`config.mk`:
```
export PLATFORM = sky130hd
export DESIGN_NAME = ccm_clock_mode_config
export DESIGN_NICKNAME = d
export VERILOG_FILES = /design/src/pkg/ccm_pkg.sv /design/src/pkg/ccm_div_if.sv /design/src/hw/ccm_clock_mode_config.sv /design/src/hw/ccm_mode_rom.sv /design/src/hw/ccm_clk_div.sv
export VERILOG_INCLUDE_DIRS = /design/src /design/src/pkg
export SDC_FILE = /design/constraint.sdc
export NUM_CORES = 1
export LEC_CHECK = 0
export ABC_AREA = 1
export BUFFER_PORTS_ARGS = -buffer_cell sky130_fd_sc_hd__buf_2
export CAP_MARGIN = 20
export CORE_ASPECT_RATIO = 1.75
export CORE_UTILIZATION = 39
export DETAILED_ROUTE_END_ITERATION = 16
export HOLD_SLACK_MARGIN = 0.05
export PLACE_DENSITY = 0.83
export REMOVE_ABC_BUFFERS = 1
export SLEW_MARGIN = 10
export SYNTH_ARGS = -nofsm -noshare
export SYNTH_HDL_FRONTEND = slang
export SYNTH_SLANG_ARGS = --single-unit
export TNS_END_PERCENT = 20
```
`constraint.sdc`:
```
create_clock -name clk_sys -period 1.9 [get_ports clk_sys]
set_clock_uncertainty 0.1 [all_clocks]
set_input_delay 0.38 -clock clk_sys [delete_from_list [all_inputs] [get_ports clk_sys]]
set_output_delay 0.38 -clock clk_sys [all_outputs]
set_load 0.01 [all_outputs]
```
`src/pkg/ccm_cfg.svh`:
```
// Constants of the clock mode configuration block.
// Contract
// - Mode selection is six bits: three mode pins plus three configuration word bits.
// - Pins and configuration bits are sampled when power-on reset is released.
// - Clock configuration changes only at power-on reset release, held otherwise.
// - Sampled mode sets seven PLL and divider factors.
// - Serial controller clock divider is fixed at divide by four.
// - Baud divide field bits 30-31 selects 4/16/64/256, resets to 01.
// - Changing baud divide never disturbs PLL lock.
// - Bit 27 disables clock output when set, resets to 0.
// - Mode register is read-only, loaded at power-on reset, drives clock logic.
// - Mode register at 0x10C88 holds the eight documented fields.
// - DLL disable bit keeps DLL running at 0, disables at 1.
`ifndef CCM_CFG_SVH
`define CCM_CFG_SVH

`define CCM_ADDR_W 20
`define CCM_CTRL_OFFSET 20'h10C80
`define CCM_MODE_OFFSET 20'h10C88

`define CCM_CORE_PDF_LSB 0
`define CCM_CORE_MF_LSB 4
`define CCM_BUS_DF_LSB 8
`define CCM_CPM_DF_LSB 12
`define CCM_SPLL_PDF_LSB 16
`define CCM_SPLL_MF_LSB 20
`define CCM_DLL_DIS_BIT 25
`define CCM_CORE_DF_LSB 28
`define CCM_FIELD_W 4

`define CCM_CLKO_DIS_BIT 27
`define CCM_BAUD_DIV_LSB 30
`define CCM_CTRL_WR_MASK 32'hC8000000

`define CCM_BAUD_DIV_RESET 2'h1
`define CCM_CLKO_DIS_RESET 1'h0
`define CCM_MODE_RESET 32'h00000000
`define CCM_MODE_DEFAULT 32'h10050105

`define CCM_BAUD_HALF_4 8'h02
`define CCM_BAUD_HALF_16 8'h08
`define CCM_BAUD_HALF_64 8'h20
`define CCM_BAUD_HALF_256 8'h80
`define CCM_SCC_HALF 2'h2

`endif

```
`src/pkg/ccm_pkg.sv`:
```
// Types of the clock mode configuration block.
package ccm_pkg;
    typedef logic [31:0] ccm_word_type;
    typedef ccm_word_type ccm_mode_table_type [64];
    typedef enum logic [1:0]
    {
        CCM_ST_RESET = 2'h0,
        CCM_ST_SAMPLE = 2'h1,
        CCM_ST_RUN = 2'h3
    } ccm_state_type;
endpackage

```
`src/pkg/ccm_div_if.sv`:
```
// Carrier between the configuration core and the clock divider.
interface ccm_div_if;
    logic [1:0] baudSel;
    logic baudClk;
    logic sccClk;
    modport ctrl (output baudSel, input baudClk, input sccClk);
    modport div (input baudSel, output baudClk, output sccClk);
endinterface

```
`src/hw/ccm_clock_mode_config.sv`:
```
// Clock mode sampling, mode and control registers, and derived clocks.
`include "ccm_cfg.svh"
module ccm_clock_mode_config
#(
    parameter ccm_pkg::ccm_mode_table_type MODE_TABLE = '{default: `CCM_MODE_DEFAULT}
)
(
    // Clock and power-on reset
    input wire logic clk_sys,
    input wire logic rst_b,
    // Mode straps
    input wire logic [2:0] clockModePins,
    input wire logic [2:0] clockModeHighBits,
    // Register port
    input wire logic [`CCM_ADDR_W-1:0] regAddr,
    input wire logic regWr,
    input wire logic regRd,
    input wire logic [31:0] regWrData,
    output logic [31:0] regRdData_r,
    output logic regRdAck_r,
    // Mode controls to the PLLs, DLL and dividers
    output logic [3:0] corePllPrediv_r,
    output logic [3:0] corePllMult_r,
    output logic [3:0] busDivide_r,
    output logic [3:0] commProcDivide_r,
    output logic [3:0] sysPllPrediv_r,
    output logic [3:0] sysPllMult_r,
    output logic dllDisable_r,
    output logic [3:0] coreDivide_r,
    output logic modeValid_r,
    // Derived clocks
    output logic baudGenClock_r,
    output logic serialCtrlClock_r,
    output logic clockOutput_r
);
    import ccm_pkg::*;

    ccm_state_type state_r;
    ccm_state_type state_nxt;
    ccm_word_type modeReg_r;
    ccm_word_type modeWord;
    logic [1:0] baudClockDivide_r;
    logic clockOutDisable_r;
    ccm_div_if divIf ();

    function automatic ccm_word_type ctrlImage(input logic [1:0] baud, input logic dis);
        ccm_word_type w;
        w = 32'h00000000;
        w[`CCM_BAUD_DIV_LSB +: 2] = baud;
        w[`CCM_CLKO_DIS_BIT] = dis;
        return w;
    endfunction

    ////////////////////////////////////////////////////////////////////////
    ccm_mode_rom #(.MODE_TABLE(MODE_TABLE)) modeRom
    (
        .modeSel({clockModeHighBits, clockModePins}),
        .modeWord(modeWord)
    );

    ccm_clk_div clkDiv
    (
        .clk_sys(clk_sys),
        .rst_b(rst_b),
        .divIf(divIf.div)
    );

    assign divIf.baudSel = baudClockDivide_r;

    ////////////////////////////////////////////////////////////////////////
    // The straps are caught by a clocked step after release, never by the
    // asynchronous reset itself, so no port value enters a reset branch.
    always_comb
    begin
        case (state_r)
            CCM_ST_RESET: state_nxt = CCM_ST_SAMPLE;
            CCM_ST_SAMPLE: state_nxt = CCM_ST_RUN;
            CCM_ST_RUN: state_nxt = CCM_ST_RUN;
            default: state_nxt = CCM_ST_RESET;
        endcase
    end

    always_ff @(posedge clk_sys or negedge rst_b)
    begin
        if (!rst_b)
        begin
            state_r <= CCM_ST_RESET;
        end
        else
        begin
            state_r <= state_nxt;
        end
    end

    ////////////////////////////////////////////////////////////////////////
    // Only the first edge after power-on release loads the mode; nothing later
    // reloads it, so the mode holds untouched until rst_b falls again.
    always_ff @(posedge clk_sys or negedge rst_b)
    begin
        if (!rst_b)
        begin
            modeReg_r <= `CCM_MODE_RESET;
            modeValid_r <= 1'h0;
        end
        else if (state_r == CCM_ST_RESET)
        begin
            modeReg_r <= modeWord;
            modeValid_r <= 1'h1;
        end
    end

    always_ff @(posedge clk_sys or negedge rst_b)
    begin
        if (!rst_b)
        begin
            corePllPrediv_r <= 4'h0;
            corePllMult_r <= 4'h0;
            busDivide_r <= 4'h0;
            commProcDivide_r <= 4'h0;
            sysPllPrediv_r <= 4'h0;
            sysPllMult_r <= 4'h0;
            dllDisable_r <= 1'h0;
            coreDivide_r <= 4'h0;
        end
        else
        begin
            corePllPrediv_r <= modeReg_r[`CCM_CORE_PDF_LSB +: `CCM_FIELD_W];
            corePllMult_r <= modeReg_r[`CCM_CORE_MF_LSB +: `CCM_FIELD_W];
            busDivide_r <= modeReg_r[`CCM_BUS_DF_LSB +: `CCM_FIELD_W];
            commProcDivide_r <= modeReg_r[`CCM_CPM_DF_LSB +: `CCM_FIELD_W];
            sysPllPrediv_r <= modeReg_r[`CCM_SPLL_PDF_LSB +: `CCM_FIELD_W];
            sysPllMult_r <= modeReg_r[`CCM_SPLL_MF_LSB +: `CCM_FIELD_W];
            dllDisable_r <= modeReg_r[`CCM_DLL_DIS_BIT];
            coreDivide_r <= modeReg_r[`CCM_CORE_DF_LSB +: `CCM_FIELD_W];
        end
    end

    ////////////////////////////////////////////////////////////////////////
    // Reserved bits are not stored, so a non-zero write there is dropped.
    always_ff @(posedge clk_sys or negedge rst_b)
    begin
        if (!rst_b)
        begin
            baudClockDivide_r <= `CCM_BAUD_DIV_RESET;
            clockOutDisable_r <= `CCM_CLKO_DIS_RESET;
        end
        else if (regWr && regAddr == `CCM_CTRL_OFFSET)
        begin
            baudClockDivide_r <= regWrData[`CCM_BAUD_DIV_LSB +: 2];
            clockOutDisable_r <= regWrData[`CCM_CLKO_DIS_BIT];
        end
    end

    // Writes to the mode register address have no effect.
    always_ff @(posedge clk_sys or negedge rst_b)
    begin
        if (!rst_b)
        begin
            regRdData_r <= 32'h00000000;
            regRdAck_r <= 1'h0;
        end
        else
        begin
            regRdAck_r <= regRd;
            if (regRd && regAddr == `CCM_CTRL_OFFSET)
            begin
                regRdData_r <= ctrlImage(baudClockDivide_r, clockOutDisable_r);
            end
            else if (regRd && regAddr == `CCM_MODE_OFFSET)
            begin
                regRdData_r <= modeReg_r;
            end
            else
            begin
                regRdData_r <= 32'h00000000;
            end
        end
    end

    ////////////////////////////////////////////////////////////////////////
    // The disabled output parks low; any level would be legal there.
    always_ff @(posedge clk_sys or negedge rst_b)
    begin
        if (!rst_b)
        begin
            clockOutput_r <= 1'h0;
            baudGenClock_r <= 1'h0;
            serialCtrlClock_r <= 1'h0;
        end
        else
        begin
            clockOutput_r <= clockOutDisable_r ? 1'h0 : ~clockOutput_r;
            baudGenClock_r <= divIf.baudClk;
            serialCtrlClock_r <= divIf.sccClk;
        end
    end
endmodule // ccm_clock_mode_config

```
`src/hw/ccm_mode_rom.sv`:
```
// Mode table lookup from the six selection bits to a mode register image.
`include "ccm_cfg.svh"
module ccm_mode_rom
#(
    parameter ccm_pkg::ccm_mode_table_type MODE_TABLE = '{default: `CCM_MODE_DEFAULT}
)
(
    // Selection
    input wire logic [5:0] modeSel,
    // Image
    output ccm_pkg::ccm_word_type modeWord
);
    import ccm_pkg::*;

    // Bits 24, 26 and 27 are reserved and never leave the table as ones.
    assign modeWord = MODE_TABLE[modeSel] & 32'hF2FFFFFF;
endmodule // ccm_mode_rom

```
`src/hw/ccm_clk_div.sv`:
```
// Baud generator and serial controller clock dividers.
`include "ccm_cfg.svh"
module ccm_clk_div
(
    // Clock and reset
    input wire logic clk_sys,
    input wire logic rst_b,
    // Carrier
    ccm_div_if.div divIf
);
    import ccm_pkg::*;

    logic [7:0] baudCnt_r;
    logic [7:0] baudHalf;
    logic [1:0] sccCnt_r;
    logic baudClk_r;
    logic sccClk_r;

    always_comb
    begin
        case (divIf.baudSel)
            2'h0: baudHalf = `CCM_BAUD_HALF_4;
            2'h1: baudHalf = `CCM_BAUD_HALF_16;
            2'h2: baudHalf = `CCM_BAUD_HALF_64;
            default: baudHalf = `CCM_BAUD_HALF_256;
        endcase
    end

    ////////////////////////////////////////////////////////////////////////
    // A new ratio only retimes this counter; the PLLs never see it, and the
    // compare is >= so a shorter ratio cannot strand the count past its end.
    always_ff @(posedge clk_sys or negedge rst_b)
    begin
        if (!rst_b)
        begin
            baudCnt_r <= 8'h00;
            baudClk_r <= 1'h0;
        end
        else if (baudCnt_r >= baudHalf - 8'h01)
        begin
            baudCnt_r <= 8'h00;
            baudClk_r <= ~baudClk_r;
        end
        else
        begin
            baudCnt_r <= baudCnt_r + 8'h01;
        end
    end

    ////////////////////////////////////////////////////////////////////////
    always_ff @(posedge clk_sys or negedge rst_b)
    begin
        if (!rst_b)
        begin
            sccCnt_r <= 2'h0;
            sccClk_r <= 1'h0;
        end
        else if (sccCnt_r == `CCM_SCC_HALF - 2'h1)
        begin
            sccCnt_r <= 2'h0;
            sccClk_r <= ~sccClk_r;
        end
        else
        begin
            sccCnt_r <= sccCnt_r + 2'h1;
        end
    end

    assign divIf.baudClk = baudClk_r;
    assign divIf.sccClk = sccClk_r;
endmodule // ccm_clk_div

```
## Yosys cells after proc, flatten, opt, wreduce, memory -nomap -nowiden

Memories as Yosys holds them, arrays and structs flattened. A register that Yosys moved wholly into a read port is not among the register bits.
Index checks and enable logic that the tools add are counted.
Widths: inputs -> output; s select.

- Flip-flop bits (word level): 83
- Bits in read-only memories: 2048
- Output and inout port bits: 66
- Memories: 1

- $add $sub $neg: 3
- Magnitude comparators: 1
- Equal/unequal tests: 7
- Muxes and demuxes: 7
- Bitwise operators: 4
- Reductions and logical operators: 7

Memories:

| memory | depth | bits a word | rd ports | clocked after memory_dff | wr ports | line | RTL |
|---|---|---|---|---|---|---|---|
| (name not given) | 64 | 32 | 1 | 1 | 0 | ccm_mode_rom.sv:16 | `assign modeWord = MODE_TABLE[modeSel] & 32'hF2FFFFFF;` |

Operator list:

| cell | count |
|---|---|
| $mux 32 | 2 |
| $eq 20x17->1 const B | 2 |
| $pmux 8 s3 | 1 |
| $add 8x1->8 const B | 1 |
| $ge 8x8->1 | 1 |
| $mux 8 | 1 |
| $sub 8x1->8 const B | 1 |
| $not 6->7 | 1 |
| $eq 2x1->1 const B | 3 |
| $eq 2x2->1 const B | 2 |
| $logic_not 2->1 | 2 |
| $pmux 2 s2 | 1 |
| $logic_and 1x1->1 | 3 |
| $not 1->1 | 3 |
| $add 2x1->2 const B | 1 |
| $mux 2 | 1 |
| $reduce_or 2->1 | 1 |
| $logic_not 1->1 | 1 |
| $mux 1 | 1 |

## Depth between registers and ports, before layout

Gate-level depths: netlist of run 1.

- Depth after elaboration: 5
- Depth in mapped cells: 11
- Gate-level depth less buffers: 11

## Hierarchy

A second synthesis of run 1 with hierarchy kept.

- Cell total of the unflattened synthesis: 411
- Area, all modules: 4410.5 µm²

Modules (own cells, without submodules):

| module | instances | cells an instance | area each (µm²) |
|---|---|---|---|
| ccm_clock_mode_config | 1 | 301 | 3494.6 |
| ccm_clk_div | 1 | 76 | 668.1 |
| ccm_mode_rom | 1 | 34 | 247.7 |

## Worst setup path before layout of run 1

OpenSTA, ideal clock, no wires.

- Path kind: register -> register
- Start: reg baudClockDivide_r[0]
- End: reg clkDiv.baudClk_r, in the netlist clkDiv.divIf.baudClk
- Setup time: 117 ps
- Data arrival time: 1515 ps
- Setup slack: 169 ps
- Stages on the path, launching flop included: 10
- Path buffers: 0
- Clock period less this slack: 1731 ps
- Cells stage by stage: dfstp_2 > nand2_1 > ha_1 > ha_1 > nand3_1 > nand2_1 > nand2_2 > nand2_4 > nand2_2 > nand2_1

- Longest elaborated chain between the ends: 4
- Elaborated cells on any way between the ends: 6

RTL lines:

| item | line | RTL |
|---|---|---|
| start: declaration | ccm_clock_mode_config.sv:42 | `logic [1:0] baudClockDivide_r;` |
| start signal: assignment | ccm_clock_mode_config.sv:144 | `` baudClockDivide_r <= `CCM_BAUD_DIV_RESET; `` |
| start signal: assignment | ccm_clock_mode_config.sv:149 | `` baudClockDivide_r <= regWrData[`CCM_BAUD_DIV_LSB +: 2]; `` |
| $eq 2x2->1 (tied with other cells) | ccm_clk_div.sv:21 | `case (divIf.baudSel)` |
| $pmux 8 s3 (*) | ccm_clk_div.sv:21 |  |
| $sub 8x1->8 (*) | ccm_clk_div.sv:39 | `else if (baudCnt_r >= baudHalf - 8'h01)` |
| $ge 8x8->1 (*) | ccm_clk_div.sv:39 |  |
| end signal: assignment | ccm_clk_div.sv:42 | `baudClk_r <= ~baudClk_r;` |
| end: declaration | ccm_clk_div.sv:16 | `logic baudClk_r;` |

Mark *: on every way between the ends. The rest lies on a longest branch, timed or not.
A chain may end at the register's enable or synchronous reset.

## Worst setup path in the final report of run 1

Ends and elaborated chain as after synthesis.

==> reports/metrics.yaml, run 1 <==
synthesis:
  synth_area_leaders: "dfrtp_1 (38%), buf_4 (24%), nor2_1 (5.9%)"
  ys_seq_area_frac: 0.3937
  yosys_warnings: 0
  synth-seq-cells: 27
  synth.largest_area_cell: "dfrtp_1"
  avgSynthCellArea_um2: 8.639
  synth_area_mm2: 0.001719
  ys_types: 27
  postSynthCellCount: 199
  netlist.area_leader.share: 0.3785
clocking:
  clkTransAtPathRegs_ps: 90
  clkLatencyLatePin_ps: 270
  postCtsSetupRepairBufs: 0
  cts.root.buffer_cell: "clkbuf_8"
  clkSinkCount: 27
  clockBufferDepth: 2
  numCtsBuffers: 3
  h-tree-depth: 1
  tritoncts: "done"
drt:
  viasPerCell: 4.279
  post_drt_wl_per_cell_um: 9.544
  first_iter_violations: 3
  wl_um: 2739
  ant_nets: 0
  vias: 1228
  first_pass_iters: 4
  drc: 0
hold_path:
  min_path_type: "in2reg"
global_routing:
  track_usage: 0.1257
  grt_max_degree: 28
  grt-ovfl-total: 0
  grt_pass1_wl_um: 4457
  antenna_found_initial: 0
  grt_pass1_vias: 1095
die:
  die_h_um: 89.83
  pin_count: 128
  start_util: 0.4104
  coreArea_mm2: 0.004189
  die_w_um: 52.19
  die_area_mm2: 0.004688
  rows: 31
critical_path:
  cp_top_family: "flip-flops"
  cp_max_fo: 8
  path_buf_inv: 2
  path_cells: "inv_2, nand2_4, ha_4, inv_1, ha_1, a21oi_2, o21a_2, nand2_4, nand2_2, nand2_1"
  critPathMaxStageDelay_ps: 590
  cp_common_cell: "nand2_4"
  start_kind: "flip-flop"
  criticalPathCategory: "reg2reg"
  crit_path_end_kind: "flip-flop"
  crit_required_ps: 1970
  critPathSlowestCell: "dfstp_2"
  arrival_ps: 1880
placement:
  port_buffers: 46
  dp_hpwl_um: 2142
  placed_area_mm2: 0.001755
  post-place-ws_ps: 43.06
  post-place-cells: 282
  place.gp.congestion: 0.7044
timing:
  hold_ws_ps: 164.1
  setup_slack_ps: 93.50
  tns_ps: 0
  fmax_mhz: 553.6
  hold_violations: 0
  fin_crit_sh: 0.9508
  setup_viol: 0
  slew_violations: 0
  min_period_ps: 1806
  worst_slew_pin_slew_ps: 578.6
  slew-limit-headroom: 0.6142
  rsz0062_at_grt: "no"
layout:
  final_cell_mix: "conb_1 (47), buf_2 (46), nand2_1 (26), dfrtp_1 (26), nor2_1 (25)"
  nets: 308
  drive_gt1_frac: 0.2899
  layout.cells.non_filler: 287
  n_antenna_cell: 0
  stdcell_area_mm2: 0.001857
  final_common_cell: "conb_1"
  area_growth_pct: 8.006
run_status:
  run_status: "completed"
power_and_ir_drop:
  peakVddDrop_uv: 482.9
  p_leak_uw: 0.0009909
  power_density_mw_per_mm2: 716.9
run:
  maxCapViolCount: 0
-- cells by family after synthesis --
| kind of cell | synth area share |
|---|---|
| other cells | 0.004368 |
| flops | 0.3937 |
| xor+xnor | 0.02548 |
| buf+inv | 0.2860 |
| simple gates | 0.2220 |
| fa+ha+maj | 0.05094 |
| compound gates | 0.01747 |
-- cell usage after synthesis --
cell / instances
nor3_1: 2
nand3b_1: 1
xor2_1: 2
nand2_1: 26
dfrtp_1: 26
o21ai_0: 1
nor3_4: 1
nand3_2: 2
nor3_2: 1
xnor2_1: 3
dfstp_2: 1
inv_1: 17
o21a_1: 1
nand3_1: 6
nand4_1: 6
ha_1: 7
nand2_2: 3
nand2_4: 1
conb_1: 2
buf_4: 56
nor2_1: 27
nor2_2: 1
o21bai_1: 1
a21oi_1: 2
clkbuf_1: 1
nor4b_2: 1
inv_2: 1
-- worst reg2reg max path, cell delays in order (launching register included) --
cell,delay (ps)
dfstp_2,590
inv_2,60
nand2_4,80
ha_4,120
inv_1,30
ha_1,180
a21oi_2,120
o21a_2,210
nand2_4,100
nand2_2,70
nand2_1,40
-- path summary, 6_finish.rpt --
kind	to	from	slack, ps	cells after the start
min in group asynchronous	clkDiv.baudCnt_r[0]$_DFF_PN0_	rst_b	530	2
worst min register to register	serialCtrlClock_r$_DFF_PN0_	clkDiv.divIf.sccClk$_DFFE_PN0P_	310	0
worst min-delay path	regRdAck_r$_DFF_PN0_	regRd	160	1
worst max-delay path	clkDiv.divIf.baudClk$_DFFE_PN0P_	baudClockDivide_r[0]$_DFFE_PN1P_	90	10
worst max register to register	clkDiv.divIf.baudClk$_DFFE_PN0P_	baudClockDivide_r[0]$_DFFE_PN1P_	90	10
max in group asynchronous	clkDiv.baudCnt_r[5]$_DFF_PN0_	rst_b	790	2
-- what timing repair did --
| action | in CTS | in global routing |
|---|---|---|
| hold buffers | 1 | 0 |
| setup endpoints to repair | 0 | 9 |
| endpoints found under the hold margin | 26 | 0 |
| resized for setup | 0 | 8 |
-- sequential cells by signal (all words and copies together) (netlist names) --
signal,cells
clockOutput_r,1
baudGenClock_r,1
clkDiv.sccCnt_r,2
corePllPrediv_r,1
baudClockDivide_r,2
state_r,2
clockOutDisable_r,1
regRdAck_r,1
modeReg_r,1
clkDiv.baudCnt_r,8
serialCtrlClock_r,1
regRdData_r,4
clkDiv.divIf.baudClk,1
clkDiv.divIf.sccClk,1
-- power by group --
part	switching, uW	leakage (uW)	internal [uW]
Combinational	209	0.000632	119
Sequential	52.2	0.000334	631
Clock	173	0.0000255	147
Total	434	0.000991	897
-- metal layers --
metal	part of all wire	up-vias	GRT usage
li1	-	593	-
met5	0	-	0
met2	0.53	87	0.2244
met3	0.076	5	0.01184
met1	0.37	543	0.1312
met4	0.027	0	0.08114
-- cell type report --
class,count,area (um2)
multi-input cells,142,764.5
inverters,18,67.56
flip-flops and latches,27,676.9
repair buffers,47,240.2
clock buffers,3,41.29
clock inverters,1,5.005
well taps,49,61.31
fillers,394,2332
-- through the flow --
step / total power (uW) / utilization
floorplan: 907.1 / -
global placement: 985.7 / 0.4191
detailed placement: 1003 / 0.4191
CTS: 1333 / 0.4325
global route: 1428 / 0.4433
finish: 1331 / 0.4433
(Power assumes the default switching activity.)
==> inputs of run 2 (changes only) <==
- CAP_MARGIN: 20 -> 30
- clock period: 1.9 -> 2.2 ns (I/O delays scaled with it)
==> reports/metrics.yaml, run 2 (same netlist as run 1, synthesis figures left out) <==
drt:
  viasPerCell: 4.220  # -1.4%
  ant_nets: 0  # unchanged
  first_iter_violations: 4  # +1
  vias: 1207  # -1.7%
  wl_met2_um: 1392  # -3.6%
  wl_um: 2636  # -3.8%
  post_drt_wl_per_cell_um: 9.217  # -3.4%
  dr_wl_met3_um: 194  # -6.3%
  drt-met1-wl_um: 975  # -3.8%
  dr.max_layer_used: "met4"
  drc: 0  # unchanged
  first_pass_iters: 4  # unchanged
clocking:
  cts.root.buffer_cell: "clkbuf_8"
  tritoncts: "done"
  clockBufferDepth: 2  # unchanged
  postCtsSetupRepairBufs: 0  # unchanged
  clkLatencyLatePin_ps: 270  # about the same
  cts-resized-gates: 0  # unchanged
  cts_hold_buf: 0  # -1
  clkTransAtPathRegs_ps: 90  # about the same
  numCtsBuffers: 3  # unchanged
  clkSinkCount: 27  # unchanged
  h-tree-depth: 1  # unchanged
critical_path:
  critPathMaxStageDelay_ps: 580  # about the same
  path_cells: "nand2_1, ha_1, ha_1, nand3_1, nand2_1, nand2_2, nand2_4, nand2_2, nand2_1"
  cp_top_family: "adder cells"
  start_kind: "flip-flop"
  crit_required_ps: 2270  # +300 ps
  path_buf_inv: 0  # -2
  cp_max_fo: 8  # unchanged
  crit_path_end_kind: "flip-flop"
  cp_common_cell: "nand2_1"
  critPathSlowestCell: "dfstp_2"
  criticalPathCategory: "reg2reg"
  arrival_ps: 1940  # +60 ps
timing:
  rsz0062_at_grt: "no"
  setup_viol: 0  # unchanged
  hold_violations: 0  # unchanged
  tns_ps: 0  # unchanged
  worst_slew_pin_slew_ps: 573.8  # -4.851 ps
  fin_crit_sh: 0.8481  # -0.1027
  min_period_ps: 1866  # +59.37 ps
  hold_ws_ps: 53.15  # -110.9 ps
  slew-limit-headroom: 0.6175  # +0.003234
  fmax_mhz: 535.9  # -3.2%
  slew_violations: 0  # unchanged
die:
  die_h_um: 89.83  # unchanged
  start_util: 0.4104  # unchanged
  rows: 31  # unchanged
  die_area_mm2: 0.004688  # unchanged
  die_w_um: 52.19  # unchanged
  coreArea_mm2: 0.004189  # unchanged
  pin_count: 128  # unchanged
power_and_ir_drop:
  p_leak_uw: 0.0009839  # -0.70%
  p_int_uw: 767.4  # -14%
  p_comb_frac: 0.239  # -0.007
  p_clk_frac: 0.243  # +0.003
  power.switching_uw: 364.4  # -16%
  p_sw_frac: 0.3220  # -0.004059
  power_frac_seq: 0.518  # +0.005
  power_density_mw_per_mm2: 628.2  # -12%
  peakVddDrop_uv: 414.3  # -14%
layout:
  drive_gt1_frac: 0.2616  # -0.02831
  largest_reg_flops: 8  # unchanged
  nFillCells: 399  # +1.3%
  n_antenna_cell: 0  # unchanged
  reg_top3: "clkDiv.baudCnt_r (8), regRdData_r (4)"
  area_growth_pct: 4.804
  top_register: "clkDiv.baudCnt_r"
  nets: 307  # -0.32%
  final_cell_mix: "conb_1 (47), buf_2 (46), nor2_1 (27), nand2_1 (26), dfrtp_1 (26)"
  final_common_cell: "conb_1"
hold_path:
  min_path_type: "in2async"
placement:
  port_buffers: 46  # unchanged
  place.gp.congestion: 0.7044  # unchanged
  dp_hpwl_um: 2142  # unchanged
global_routing:
  antenna_found_initial: 0  # unchanged
  grt_pass1_vias: 1095  # unchanged
  grt-ovfl-total: 0  # unchanged
  grt_pass1_wl_um: 4457  # unchanged
  grt_max_degree: 28  # unchanged
  track_usage: 0.1257  # unchanged
run:
  maxCapViolCount: 0  # unchanged
run_status:
  run_status: "completed"
## run 2: worst paths after layout
check | from | to | slack (ps) | cells past startpoint
max in group asynchronous | rst_b | baudClockDivide_r[0]$_DFFE_PN1P_ | 1570 | 1
min | rst_b | clkDiv.sccCnt_r[1]$_DFF_PN0_ | 50 | 1
min reg2reg | clkDiv.divIf.sccClk$_DFFE_PN0P_ | serialCtrlClock_r$_DFF_PN0_ | 310 | 0
min in group clk_sys | regRd | regRdAck_r$_DFF_PN0_ | 230 | 1
max | baudClockDivide_r[0]$_DFFE_PN1P_ | clkDiv.divIf.baudClk$_DFFE_PN0P_ | 330 | 9
max reg2reg | baudClockDivide_r[0]$_DFFE_PN1P_ | clkDiv.divIf.baudClk$_DFFE_PN0P_ | 330 | 9
## run 2: per-stage QoR
step / std cells / util / area (um2) / worst slack [ps] / total power (uW)
floorplan: 187 / - / 1464 / 468.5 / 783.4
global placement: 282 / 0.4191 / 1755 / 374.2 / 851.2
detailed placement: 282 / 0.4191 / 1755 / 343.1 / 866.6
CTS: 286 / 0.4301 / 1802 / 321.3 / 1150
global route: 286 / 0.4301 / 1802 / 200.9 / 1215
finish: 286 / 0.4301 / 1802 / 334.1 / 1132
## run 2: final cells by class
class	instances	area, um2	area share
multi-input cells	142	719.4	0.3993
repair buffers	46	230.2	0.1278
clock buffers	3	41.29	0.02292
clock inverters	1	5.005	0.002778
inverters	18	67.56	0.03750
flip-flops and latches	27	676.9	0.3757
well taps	49	61.31	0.03403
## run 2: worst register-to-register path, stage by stage (launching register included)
cell and delay (ps):
dfstp_2 580, nand2_1 70, ha_1 310, ha_1 280, nand3_1 80, nand2_1 60, nand2_2 100, nand2_4 90
nand2_2 60, nand2_1 40
## run 2: metal layers
layer	GRT usage	vias to the layer above
met5	0	-
met4	0.08114	0
met3	0.01184	5
met2	0.2244	79
met1	0.1312	529
li1	-	594
## run 2: power by group through the flow
stage	logic [uW]	clock network (uW)	registers [uW]
after floorplan	190	0	594
after global placement	259	0	593
after detailed placement	271	0	596
after CTS	273	291	586
after global routing	315	306	594
final	270	276	586
